[src/rtl/drc_pkg.sv]
// package: timing constants and enums for the strobe-cycle memory controller
package drc_pkg;
    localparam int CLK_PERIOD_NS    = 50;
    // device timing, faster grade, in ns
    localparam int RAS_PULSE_NS     = 200;    // row strobe low, minimum
    localparam int RAS_PULSE_MAX_NS = 10000;  // row strobe low, maximum
    localparam int ROW_PRECH_NS     = 120;    // row strobe high between cycles
    localparam int RCD_NS           = 50;     // row to column strobe delay
    localparam int CYCLE_NS         = 375;    // random cycle time
    localparam int ACCESS_NS        = 200;    // access time from row strobe
    localparam int WR_HOLD_ROW_NS   = 120;    // write strobe hold from row
    localparam int WR_PULSE_NS      = 55;     // write strobe pulse width
    localparam int RMW_ROW_WR_NS    = 160;    // row strobe to write strobe
    localparam int RMW_COL_WR_NS    = 95;     // column strobe to write strobe
    localparam int REFRESH_MS       = 2;      // refresh period per row
    localparam int WARMUP_CYCLES    = 8;      // cycles needed after idle
    localparam int ROWS             = 64;     // rows needing refresh
    // cycle counts; least times round up
    localparam int RAS_CYC  = (RAS_PULSE_NS + CLK_PERIOD_NS - 1) / CLK_PERIOD_NS;
    localparam int RP_CYC   = (ROW_PRECH_NS + CLK_PERIOD_NS - 1) / CLK_PERIOD_NS;
    localparam int RCD_CYC  = (RCD_NS + CLK_PERIOD_NS - 1) / CLK_PERIOD_NS;
    localparam int RC_CYC   = (CYCLE_NS + CLK_PERIOD_NS - 1) / CLK_PERIOD_NS;
    localparam int ACC_CYC  = (ACCESS_NS + CLK_PERIOD_NS - 1) / CLK_PERIOD_NS;
    localparam int WCR_CYC  = (WR_HOLD_ROW_NS + CLK_PERIOD_NS - 1)
                              / CLK_PERIOD_NS;
    localparam int WP_CYC   = (WR_PULSE_NS + CLK_PERIOD_NS - 1) / CLK_PERIOD_NS;
    localparam int RWD_CYC  = (RMW_ROW_WR_NS + CLK_PERIOD_NS - 1)
                              / CLK_PERIOD_NS;
    localparam int CWD_CYC  = (RMW_COL_WR_NS + CLK_PERIOD_NS - 1)
                              / CLK_PERIOD_NS;
    // refresh interval per row: period / rows, rounded down
    localparam int REF_INT_CYC = (REFRESH_MS * 1000000 / ROWS) / CLK_PERIOD_NS;
    // command codes
    typedef enum logic [1:0] {
        DRC_CMD_READ  = 2'h0,
        DRC_CMD_WRITE = 2'h1,
        DRC_CMD_RMW   = 2'h2
    } drc_cmd_t;
    // sequencer states
    typedef enum logic [2:0] {
        DRC_ST_IDLE  = 3'h0,
        DRC_ST_ROW   = 3'h1,
        DRC_ST_COL   = 3'h2,
        DRC_ST_PRECH = 3'h3
    } drc_state_t;
endpackage : drc_pkg

[src/rtl/drc_ctrl.sv]
// strobe-cycle controller driving an 8K x 1 multiplexed-address memory
`timescale 1ns/1ps
// Notes on behaviour
// (RL1) eight refreshing cycles after power-up or long idle
// (RL2) read data valid after row access time
// (RL3) early write keeps device output off
// (RL4) late write after 95/160 ns reads first
// (RL5) other write timings leave output undefined
// (RL6) column-only precharge applies after column-only cycles
// (RL7) write strobe high after read strobe rise
// (RL8) write data setup/hold around later falling edge
// (RL9) cycles start at least 375 ns apart
// (RL10) write strobe high before column strobe in reads
// (RL11) write strobe low at least 55 ns
// (RL12) write strobe low 120 ns from row strobe
// (RL13) write data held 120 ns from row strobe
// (RL14) all 64 rows refreshed every 2 ms
// (RL15) output latched while column strobe low
// (RL16) hidden refresh with column strobe held low
// (RL17) top address line fixed during row address
// (RL18) row strobe 200..10000 ns low, 120 ns high
// (RL19) refresh counter and interval timer built in
module drc_ctrl
    import drc_pkg::*;
#(
    parameter logic HALF_SELECT = 1'b1,      // array half level for row phase
    parameter int   REF_INTERVAL = REF_INT_CYC // cycles between row refreshes
) (
    input  wire logic        CLK_IN,         // 20 MHz system clock
    input  wire logic        RESET_IN,       // synchronous reset, active high
    input  wire logic        REQ_VALID_IN,   // user request present
    input  wire logic [1:0]  REQ_CMD_IN,     // read, write or read-modify-write
    input  wire logic [12:0] REQ_ADDR_IN,    // word address
    input  wire logic        REQ_WDATA_IN,   // write data bit
    output logic             REQ_READY_OUT,  // high the cycle after a request is taken
    output logic             RD_VALID_OUT,   // one-cycle pulse, read data valid
    output logic             RD_DATA_OUT,    // captured read bit
    output logic             INIT_DONE_OUT,  // warm-up cycles complete
    output logic             RAS_N_OUT,      // row strobe, active low
    output logic             CAS_N_OUT,      // column strobe, active low
    output logic             WE_N_OUT,       // write strobe, active low
    output logic [6:0]       ADDR_OUT,       // multiplexed address lines
    output logic             DIN_OUT,        // data into the memory
    input  wire logic        DOUT_IN         // data from the memory pin
);
    // -----------------------------------------------------------------
    // declarations
    // -----------------------------------------------------------------
    drc_state_t  state_r, state_nxt;   // sequencer state
    logic [4:0]  tcnt_r;               // cycles since row strobe fall, or within precharge
    logic        is_ref_r;             // current cycle is row-only refresh
    drc_cmd_t    cmd_r;                // command being executed
    logic [12:0] addr_r;               // latched word address
    logic        wdata_r;              // latched write bit
    logic [5:0]  ref_row_r;            // next row to refresh
    logic [3:0]  warm_r;               // warm-up cycles issued
    logic        ras_n_r, cas_n_r, we_n_r, din_r, ready_r, rdv_r, rdd_r;
    logic [6:0]  addr_out_r;
    logic        dq_s1_r, dq_s2_r;     // pin synchroniser
    logic        refresh_due;          // timer request
    logic [1:0]  rd_pipe_r;            // read sample moving with the pin
    logic        init_r;               // registered warm-up complete

    // -----------------------------------------------------------------
    // decode
    // -----------------------------------------------------------------
    wire warm_done  = (warm_r == 4'(WARMUP_CYCLES));
    wire need_ref   = refresh_due || !warm_done;            // see (RL1)
    wire take_req   = (state_r == DRC_ST_IDLE) && !need_ref && REQ_VALID_IN;
    wire start_cyc  = (state_r == DRC_ST_IDLE) && (need_ref || REQ_VALID_IN);
    wire is_rd      = (cmd_r != DRC_CMD_WRITE);
    wire is_rmw     = (cmd_r == DRC_CMD_RMW);
    // row phase: low six bits plus fixed half select; column: the rest.
    // the row comes from the request or refresh counter directly, as the
    // latched copies load on the very edge that drops the row strobe
    wire [5:0] row_sel  = need_ref ? ref_row_r : REQ_ADDR_IN[5:0];
    wire [6:0] row_addr = {HALF_SELECT, row_sel};            // see (RL17)
    wire [6:0] col_addr = addr_r[12:6];
    // row strobe low long enough for access, late write, and minimum pulse
    localparam int ROW_LOW = (RWD_CYC + WP_CYC > RAS_CYC + 1)
                             ? RWD_CYC + WP_CYC : RAS_CYC + 1;
    // precharge long enough for both the row high time and the cycle time
    localparam int PRE_CYC = (RC_CYC - ROW_LOW > RP_CYC)
                             ? RC_CYC - ROW_LOW : RP_CYC;
    wire row_end   = (tcnt_r == 5'(ROW_LOW - 1));
    wire pre_end   = (tcnt_r == 5'(PRE_CYC - 1));
    wire cas_at    = (tcnt_r == 5'(RCD_CYC - 1));
    wire sample_at = (tcnt_r == 5'(ACC_CYC));               // see (RL2)
    // first read sample: one edge past the access time, column still low
    wire rd_mark   = (state_r == DRC_ST_COL) && is_rd && !is_ref_r
                     && sample_at;                          // see (RL5)
    // write strobe windows counted from row strobe fall; a strobe moves
    // on the edge after tcnt is seen, hence the minus one on late write
    wire early_we  = !is_rd && (tcnt_r <= 5'(WCR_CYC));     // see (RL12)
    wire late_we   = is_rmw && (tcnt_r >= 5'(RWD_CYC - 1))
                     && (tcnt_r >= 5'(RCD_CYC + CWD_CYC - 1)); // see (RL4)

    // -----------------------------------------------------------------
    // refresh interval timer
    // -----------------------------------------------------------------
    drc_refresh_timer #(
        .INTERVAL        (REF_INTERVAL)
    ) u_timer (
        .clk_in          (CLK_IN),
        .reset_in        (RESET_IN),
        .refresh_done_in (start_cyc && need_ref && warm_done),
        .refresh_due_out (refresh_due)
    );

    // -----------------------------------------------------------------
    // next-state logic
    // -----------------------------------------------------------------
    always_comb begin
        state_nxt = state_r;
        case (state_r)
            DRC_ST_IDLE:  if (start_cyc) state_nxt = DRC_ST_ROW;
            DRC_ST_ROW:   if (is_ref_r ? row_end : cas_at)
                              state_nxt = is_ref_r ? DRC_ST_PRECH : DRC_ST_COL;
            DRC_ST_COL:   if (row_end) state_nxt = DRC_ST_PRECH;
            DRC_ST_PRECH: if (pre_end) state_nxt = DRC_ST_IDLE; // see (RL9)
            default:      state_nxt = DRC_ST_IDLE;
        endcase
    end

    // -----------------------------------------------------------------
    // sequencer, counters and request capture
    // -----------------------------------------------------------------
    always_ff @(posedge CLK_IN) begin
        if (RESET_IN) begin
            state_r   <= DRC_ST_IDLE;
            tcnt_r    <= '0;
            is_ref_r  <= 1'b0;
            cmd_r     <= DRC_CMD_READ;
            addr_r    <= '0;
            wdata_r   <= 1'b0;
            ref_row_r <= '0;
            warm_r    <= '0;
        end else begin
            state_r <= state_nxt;
            tcnt_r  <= (state_nxt != state_r && state_nxt != DRC_ST_COL)
                       ? '0 : tcnt_r + 1'b1;
            if (start_cyc) begin
                is_ref_r <= need_ref;
                if (need_ref) begin
                    ref_row_r <= ref_row_r + 1'b1;           // see (RL14)
                    if (!warm_done)
                        warm_r <= warm_r + 1'b1;             // see (RL1)
                end
            end
            if (take_req) begin
                cmd_r   <= drc_cmd_t'(REQ_CMD_IN);
                addr_r  <= REQ_ADDR_IN;
                wdata_r <= REQ_WDATA_IN;
            end
        end
    end

    // -----------------------------------------------------------------
    // pin drive: strobes never glitch since each is a flip-flop
    // -----------------------------------------------------------------
    wire ras_low = (state_nxt == DRC_ST_ROW) || (state_nxt == DRC_ST_COL);
    wire cas_low = (state_nxt == DRC_ST_COL);  // column strobe only in COL
    wire we_low  = (state_nxt == DRC_ST_COL || state_nxt == DRC_ST_ROW)
                   && !is_ref_r && state_r != DRC_ST_IDLE
                   && (early_we || late_we);
    // new bit goes out with the row strobe fall, ahead of the column and
    // write strobe edges at which the memory takes it
    wire din_nxt = take_req ? REQ_WDATA_IN : wdata_r;
    always_ff @(posedge CLK_IN) begin
        if (RESET_IN) begin
            ras_n_r    <= 1'b1;
            cas_n_r    <= 1'b1;
            we_n_r     <= 1'b1;
            addr_out_r <= '0;
            din_r      <= 1'b0;
        end else begin
            ras_n_r    <= !ras_low;                          // see (RL18)
            // column strobe rises with row strobe, so no column-only cycle
            cas_n_r    <= !cas_low;                          // see (RL6)
            // reads keep write strobe high through both strobe edges
            we_n_r     <= !we_low;                  // see (RL7) see (RL10)
            // row address loads as the row strobe falls and stands until
            // the column phase replaces it, so it never moves under the strobe
            if (start_cyc)
                addr_out_r <= row_addr;
            else if (state_nxt == DRC_ST_COL)
                addr_out_r <= col_addr;
            // data held from the row strobe fall to the next request
            din_r      <= din_nxt;                  // see (RL8) see (RL13)
        end
    end
    // write strobe low spans four cycles in early write and two in late write, beyond the pulse minimum
    // see (RL11)

    // -----------------------------------------------------------------
    // read data: pin synchronised, sampled only in read-type cycles
    // -----------------------------------------------------------------
    always_ff @(posedge CLK_IN) begin
        if (RESET_IN) begin
            dq_s1_r <= 1'b0;
            dq_s2_r <= 1'b0;
            rdv_r     <= 1'b0;
            rdd_r     <= 1'b0;
            ready_r   <= 1'b0;
            init_r    <= 1'b0;
            rd_pipe_r <= 2'h0;
        end else begin
            dq_s1_r   <= DOUT_IN;
            dq_s2_r   <= dq_s1_r;
            ready_r   <= take_req;
            init_r    <= warm_done;
            // the pin enters the first stage at the sample point and
            // leaves the second two edges later; the output stays
            // latched while the column strobe is low        see (RL15)
            rd_pipe_r <= {rd_pipe_r[0], rd_mark};
            rdv_r     <= rd_pipe_r[1];
            if (rd_pipe_r[1])
                rdd_r <= dq_s2_r;
        end
    end

    assign REQ_READY_OUT = ready_r;
    assign RD_VALID_OUT  = rdv_r;
    assign RD_DATA_OUT   = rdd_r;
    assign INIT_DONE_OUT = init_r;      // see (RL3) writes never sample
    assign RAS_N_OUT     = ras_n_r;
    assign CAS_N_OUT     = cas_n_r;
    assign WE_N_OUT      = we_n_r;
    assign ADDR_OUT      = addr_out_r;
    assign DIN_OUT       = din_r;
    // hidden refresh is not issued; refreshes use row-only cycles  see (RL16)
endmodule : drc_ctrl

[src/rtl/drc_refresh_timer.sv]
// refresh interval timer and pending-refresh flag
`timescale 1ns/1ps
module drc_refresh_timer
    import drc_pkg::*;
#(
    parameter int INTERVAL = REF_INT_CYC   // cycles between row refreshes
) (
    input  wire logic clk_in,        // system clock
    input  wire logic reset_in,      // synchronous reset, active high
    input  wire logic refresh_done_in, // a refresh cycle was started
    output logic      refresh_due_out  // a refresh is owed
);
    localparam int CW = $clog2(INTERVAL + 1);
    logic [CW-1:0] count_r;   // cycles since last interval mark
    logic          due_r;     // pending refresh flag
    wire           tick = (count_r == CW'(INTERVAL - 1));

    // -----------------------------------------------------------------
    // interval counter; a new tick wins over a simultaneous completion
    // -----------------------------------------------------------------
    always_ff @(posedge clk_in) begin
        if (reset_in) begin
            count_r <= '0;
            due_r   <= 1'b0;
        end else begin
            count_r <= tick ? '0 : count_r + 1'b1;
            if (tick)
                due_r <= 1'b1;          // see (RL19)
            else if (refresh_done_in)
                due_r <= 1'b0;
        end
    end
    assign refresh_due_out = due_r;
endmodule : drc_refresh_timer

[config.mk]
export PLATFORM = sky130hd
export DESIGN_NAME = drc_ctrl
export DESIGN_NICKNAME = d
export VERILOG_FILES = /design/src/rtl/drc_pkg.sv /design/src/rtl/drc_ctrl.sv /design/src/rtl/drc_refresh_timer.sv
export SDC_FILE = /design/constraint.sdc
export NUM_CORES = 1
export LEC_CHECK = 0
export BUFFER_PORTS_ARGS = -buffer_cell sky130_fd_sc_hd__buf_2
export CORE_MARGIN = 1
export CORE_UTILIZATION = 60
export DETAILED_ROUTE_END_ITERATION = 12
export PLACE_DENSITY_LB_ADDON = 0.1
export SLEW_MARGIN = 20
export SYNTH_ARGS = -nofsm -noshare
export SYNTH_HDL_FRONTEND = slang
export SYNTH_SLANG_ARGS = --single-unit
[constraint.sdc]
create_clock -name CLK_IN -period 3.6 [get_ports CLK_IN]
set_input_delay 0.54 -clock CLK_IN [delete_from_list [all_inputs] [get_ports CLK_IN]]
set_output_delay 0.54 -clock CLK_IN [all_outputs]
set_load 0.05 [all_outputs]
==> report_table.html <==
<table>
<tr><th>Metric</th><th>Value</th></tr>
<tr><th colspan="2">Run status</th></tr>
<tr><td>Status</td><td>completed</td></tr>
<tr><th colspan="2">Worst setup path</th></tr>
<tr><td>Type of element launching the critical path</td><td>flip-flop</td></tr>
<tr><td>Max stage delay on crit path</td><td>around 0.42 ns</td></tr>
<tr><td>Maximum fanout along the worst path</td><td>6</td></tr>
<tr><td>Arrival time worst endpoint</td><td>2.36 ns</td></tr>
<tr><td>Buf+Inv Stages, Crit Path</td><td>1</td></tr>
<tr><td>CP max-delay cell</td><td>sky130_fd_sc_hd__a2111oi_4</td></tr>
<tr><td>Required time of the worst setup path</td><td>approximately 3.8 ns</td></tr>
<tr><td>Path type of the worst setup path</td><td>reg -&gt; reg</td></tr>
<tr><td>Capturing element type of the critical path</td><td>flip-flop</td></tr>
<tr><td>CP cell instances</td><td>inv_1, ha_1, or3b_4, a2111oi_4, and2b_1, a21oi_4, nor4b_2</td></tr>
<tr><td>Kind of cell adding the most delay to the critical path</td><td>simple AND/OR/NAND/NOR gates</td></tr>
<tr><th colspan="2">CTS</th></tr>
<tr><td>Clock root buffer</td><td>sky130_fd_sc_hd__clkbuf_8</td></tr>
<tr><td>Clock latency of the later-clocked register in the worst-skew pair</td><td>0.33 ns</td></tr>
<tr><td>Deepest level of the CTS H-tree</td><td>3</td></tr>
<tr><td>Number of buffers inserted during clock tree synthesis</td><td>9</td></tr>
<tr><td>Number of hold buffers added after cts</td><td>0</td></tr>
<tr><td>Total setup buffers inserted after CTS</td><td>0</td></tr>
<tr><td>TritonCTS sink count</td><td>58</td></tr>
<tr><td>Post-CTS Resized</td><td>0</td></tr>
<tr><td>Largest buffer count on any clock path</td><td>2</td></tr>
<tr><td>Register clock-pin slew on the reported worst setup and hold paths</td><td>roughly 0.06 ns</td></tr>
<tr><td>TritonCTS clock tree</td><td>yes</td></tr>
<tr><th colspan="2">Global route</th></tr>
<tr><td>GR Overflow Total</td><td>0</td></tr>
<tr><td>Number of global-route vias before repair</td><td>about 1900</td></tr>
<tr><td>Largest net degree at the start of global routing</td><td>47</td></tr>
<tr><td>GRT Overall Usage</td><td>between 20 and 30%</td></tr>
<tr><td>Initial antenna violation count</td><td>0</td></tr>
<tr><td>Wire length of the first global-routing pass</td><td>about 8.6 mm</td></tr>
<tr><th colspan="2">Timing</th></tr>
<tr><td>Total negative slack</td><td>0 ns</td></tr>
<tr><td>Final Hold Vio Count</td><td>0</td></tr>
<tr><td>Max Clk Rate</td><td>approximately 460 MHz</td></tr>
<tr><td>Slew margin rel.</td><td>a little under half</td></tr>
<tr><td>Fin crit share</td><td>between 60% and 70%</td></tr>
<tr><td>Setup Viol. Count Final</td><td>0</td></tr>
<tr><td>Unrepaired setup endpoints after global routing</td><td>no</td></tr>
<tr><td>Min cycle time layout</td><td>2.18 ns</td></tr>
<tr><td>Actual slew at the worst max-slew pin</td><td>slightly above 0.8 ns</td></tr>
<tr><td>Post-route setup slack</td><td>~1.4 ns</td></tr>
<tr><td>Max Slew Vio Count</td><td>0</td></tr>
<tr><td>Max Clock Skew</td><td>about 0.0034 ns</td></tr>
<tr><td>Worst hold slack</td><td>approximately 0.43 ns</td></tr>
<tr><th colspan="2">Layout</th></tr>
<tr><td>Fill cells</td><td>337</td></tr>
<tr><td>Final layout net count</td><td>between 300 and 400</td></tr>
<tr><td>Proportion of layout cells with a drive suffix above 1</td><td>a little under a fifth</td></tr>
<tr><td>Non-filler instance count after layout</td><td>approximately 380</td></tr>
<tr><td>Most common library cell in the layout ignoring fill and taps</td><td>sky130_fd_sc_hd__dfxtp_1</td></tr>
<tr><td>Finished layout cell area</td><td>2960 sq um</td></tr>
<tr><td>Post-synthesis to final-layout area growth</td><td>15.6%</td></tr>
<tr><td>Diodes inserted</td><td>0</td></tr>
<tr><td>Commonest cells after routing, fill and taps aside</td><td>58 x sky130_fd_sc_hd__dfxtp_1, 35 x sky130_fd_sc_hd__nor2_1, 34 x sky130_fd_sc_hd__nand2_1, 34 x sky130_fd_sc_hd__buf_2, 17 x sky130_fd_sc_hd__a21oi_1</td></tr>
<tr><td>Final cell utilization of the core</td><td>73.0%</td></tr>
<tr><th colspan="2">Synth</th></tr>
<tr><td>Area leader, netlist</td><td>sky130_fd_sc_hd__dfxtp_1</td></tr>
<tr><td>Post-synthesis area per instance</td><td>between 8 and 9 sq um</td></tr>
<tr><td>Post-synthesis net count</td><td>about 310</td></tr>
<tr><td>Number of warnings issued by yosys</td><td>0</td></tr>
<tr><td>Number of synthesized register bits</td><td>58</td></tr>
<tr><td>Largest cells by area after synthesis</td><td>sky130_fd_sc_hd__dfxtp_1 45%, sky130_fd_sc_hd__nor2_1 5.1%, sky130_fd_sc_hd__nand2_1 5.0%, sky130_fd_sc_hd__ha_1 4.4%, sky130_fd_sc_hd__xor2_1 3.4%</td></tr>
<tr><td>Number of enable-type register cells in the synthesized netlist</td><td>0</td></tr>
<tr><td>Proportion of synthesized chip area in sequential cells</td><td>45.3%</td></tr>
<tr><td>Cell Area, Synth</td><td>approximately 2600 sq um</td></tr>
<tr><td>Synth cell types</td><td>42</td></tr>
<tr><td>Ys flop type</td><td>sky130_fd_sc_hd__dfxtp_1</td></tr>
<tr><td>Fraction of registers with async set/reset</td><td>0%</td></tr>
<tr><td>Mapped Cells</td><td>285</td></tr>
<tr><td>Share of the synthesized area in the top cell type</td><td>roughly 45%</td></tr>
<tr><th colspan="2">Route</th></tr>
<tr><td>Post-DR vias/cell</td><td>5.52</td></tr>
<tr><td># DRC</td><td>0</td></tr>
<tr><td>Wire length after detailed routing</td><td>5.24 mm</td></tr>
<tr><td>Average wire per standard cell</td><td>around 14 um</td></tr>
<tr><td>Antenna Violating Nets Remaining</td><td>0</td></tr>
<tr><td>Drt initial violations</td><td>194</td></tr>
<tr><td>TritonRoute pass-1 iters</td><td>4</td></tr>
<tr><td>Vias after detailed routing</td><td>~2100</td></tr>
<tr><th colspan="2">Job</th></tr>
<tr><td>Max-cap violation count</td><td>0</td></tr>
<tr><th colspan="2">Placement</th></tr>
<tr><td>Placed cell areas</td><td>approximately 2800 sq um</td></tr>
<tr><td>Post-DP HPWL</td><td>around 3.6 mm</td></tr>
<tr><td>Gpl congestion</td><td>0.787</td></tr>
<tr><td>Worst setup slack before clock tree synthesis</td><td>around 1.4 ns</td></tr>
<tr><td>Port bufs</td><td>34</td></tr>
<tr><td>Number of cells in the design after placement</td><td>around 360</td></tr>
<tr><th colspan="2">Floorplanning</th></tr>
<tr><td>Die extent in x</td><td>approximately 67 um</td></tr>
<tr><td>Num ports</td><td>35</td></tr>
<tr><td>Chip height</td><td>between 60 and 70 um</td></tr>
<tr><td>Effective utilization at floorplan</td><td>between 60% and 70%</td></tr>
<tr><td>Total die area</td><td>around 4500 sq um</td></tr>
<tr><td>Number of placement rows</td><td>23</td></tr>
<tr><td>Core Region</td><td>roughly 4000 sq um</td></tr>
<tr><th colspan="2">Power</th></tr>
<tr><td>Power density over the cells</td><td>around 480 nW/um^2</td></tr>
<tr><td>Worst vdd rail ir drop</td><td>around 0.31 mV</td></tr>
<tr><td>Overall power of the completed layout</td><td>between 1 and 1.5 mW</td></tr>
<tr><td>Leakage power of the design</td><td>roughly 1.2 nW</td></tr>
<tr><th colspan="2">Hold path</th></tr>
<tr><td>Path category of the worst min-delay check</td><td>in -&gt; reg</td></tr>
</table>
==> report_power, final <==
group	internal, mW	total (mW)	switching [mW]
clock	0.357	0.596	0.239
sequential	0.661	0.681	0.0199
combinational	0.0556	0.144	0.0880
total	1.07	1.42	0.347
==> Yosys cell counts (2+ instances only) <==
| cell type | n |
|---|---|
| sky130_fd_sc_hd__a211o_1 | 6 |
| sky130_fd_sc_hd__a21oi_1 | 17 |
| sky130_fd_sc_hd__a21oi_4 | 3 |
| sky130_fd_sc_hd__and3_1 | 2 |
| sky130_fd_sc_hd__clkbuf_1 | 10 |
| sky130_fd_sc_hd__dfxtp_1 | 58 |
| sky130_fd_sc_hd__ha_1 | 9 |
| sky130_fd_sc_hd__inv_1 | 10 |
| sky130_fd_sc_hd__mux2i_1 | 7 |
| sky130_fd_sc_hd__nand2_1 | 34 |
| sky130_fd_sc_hd__nand2b_1 | 9 |
| sky130_fd_sc_hd__nand3_1 | 15 |
| sky130_fd_sc_hd__nand3b_1 | 2 |
| sky130_fd_sc_hd__nand4_1 | 2 |
| sky130_fd_sc_hd__nor2_1 | 35 |
| sky130_fd_sc_hd__nor2b_1 | 5 |
| sky130_fd_sc_hd__nor3_1 | 7 |
| sky130_fd_sc_hd__nor3b_1 | 2 |
| sky130_fd_sc_hd__nor4_1 | 4 |
| sky130_fd_sc_hd__nor4_2 | 2 |
| sky130_fd_sc_hd__o21ai_0 | 3 |
| sky130_fd_sc_hd__o22ai_1 | 6 |
| sky130_fd_sc_hd__xnor2_1 | 9 |
| sky130_fd_sc_hd__xor2_1 | 10 |
==> layer usage <==
layer / track usage, % / routed length (um) / vias to the layer above
met2: 41.5 / 2540 / 59
met5: 0 / 0 / -
met3: 8.11 / 263 / 13
met4: 13.3 / 95 / 0
li1: - / - / 1046
met1: 31.0 / 2340 / 951
==> final cells by class <==
cell class	count	area (sq um)	share of cell area [%]
Multi-Input combinational cell	205	1320	44.5
Sequential cell	58	1160	39.2
Timing Repair Buffer	36	185	6.25
Clock buffer	14	163	5.49
Tap cell	50	62.6	2.11
Inverter	10	37.5	1.27
Clock inverter	2	35.0	1.18
==> state kept, by name, indices dropped and copies added (netlist names), 2 cells and up <==
signal,count
rd_pipe_r,2
tcnt_r,5
u_timer.count_r,10
ref_row_r,6
cmd_r,2
ADDR_OUT,7
state_r,3
warm_r,4
addr_r,7
==> worst paths after layout <==
check                     startpoint                       to  slack (ns)  cells after the start
max             tcnt_r[1]$_SDFF_PP0_     tcnt_r[1]$_SDFF_PP0_        1.42                      7
min                          DOUT_IN       dq_s1_r$_SDFF_PP0_        0.43                      2
max reg2reg     tcnt_r[1]$_SDFF_PP0_     tcnt_r[1]$_SDFF_PP0_        1.42                      7
min reg2reg  rd_pipe_r[0]$_SDFF_PP0_  rd_pipe_r[1]$_SDFF_PP0_        0.46                      1
==> worst register-to-register path, stage by stage (launching register included) <==
cell and delay (ns):
sky130_fd_sc_hd__dfxtp_1 0.36, sky130_fd_sc_hd__inv_1 0.12, sky130_fd_sc_hd__ha_1 0.20, sky130_fd_sc_hd__or3b_4 0.40, sky130_fd_sc_hd__a2111oi_4 0.42, sky130_fd_sc_hd__and2b_1 0.26
sky130_fd_sc_hd__a21oi_4 0.21, sky130_fd_sc_hd__nor4b_2 0.08
==> logic make-up (layout without fill, tap and decap cells) <==
group / after synthesis / after routing / share of synthesized area (%)
XOR/XNOR: 19 / 19 / 6.49
AO/OA/AOI/OAI: 43 / 43 / 12.9
adder cells (fa/ha/maj): 9 / 9 / 4.39
buffers and inverters: 22 / 62 / 3.27
AND/OR/NAND/NOR: 126 / 126 / 24.7
multiplexers: 7 / 7 / 2.73
flip-flops: 58 / 58 / 45.3
other: 1 / 1 / 0.146
Power figures use the tool's default switching activity.
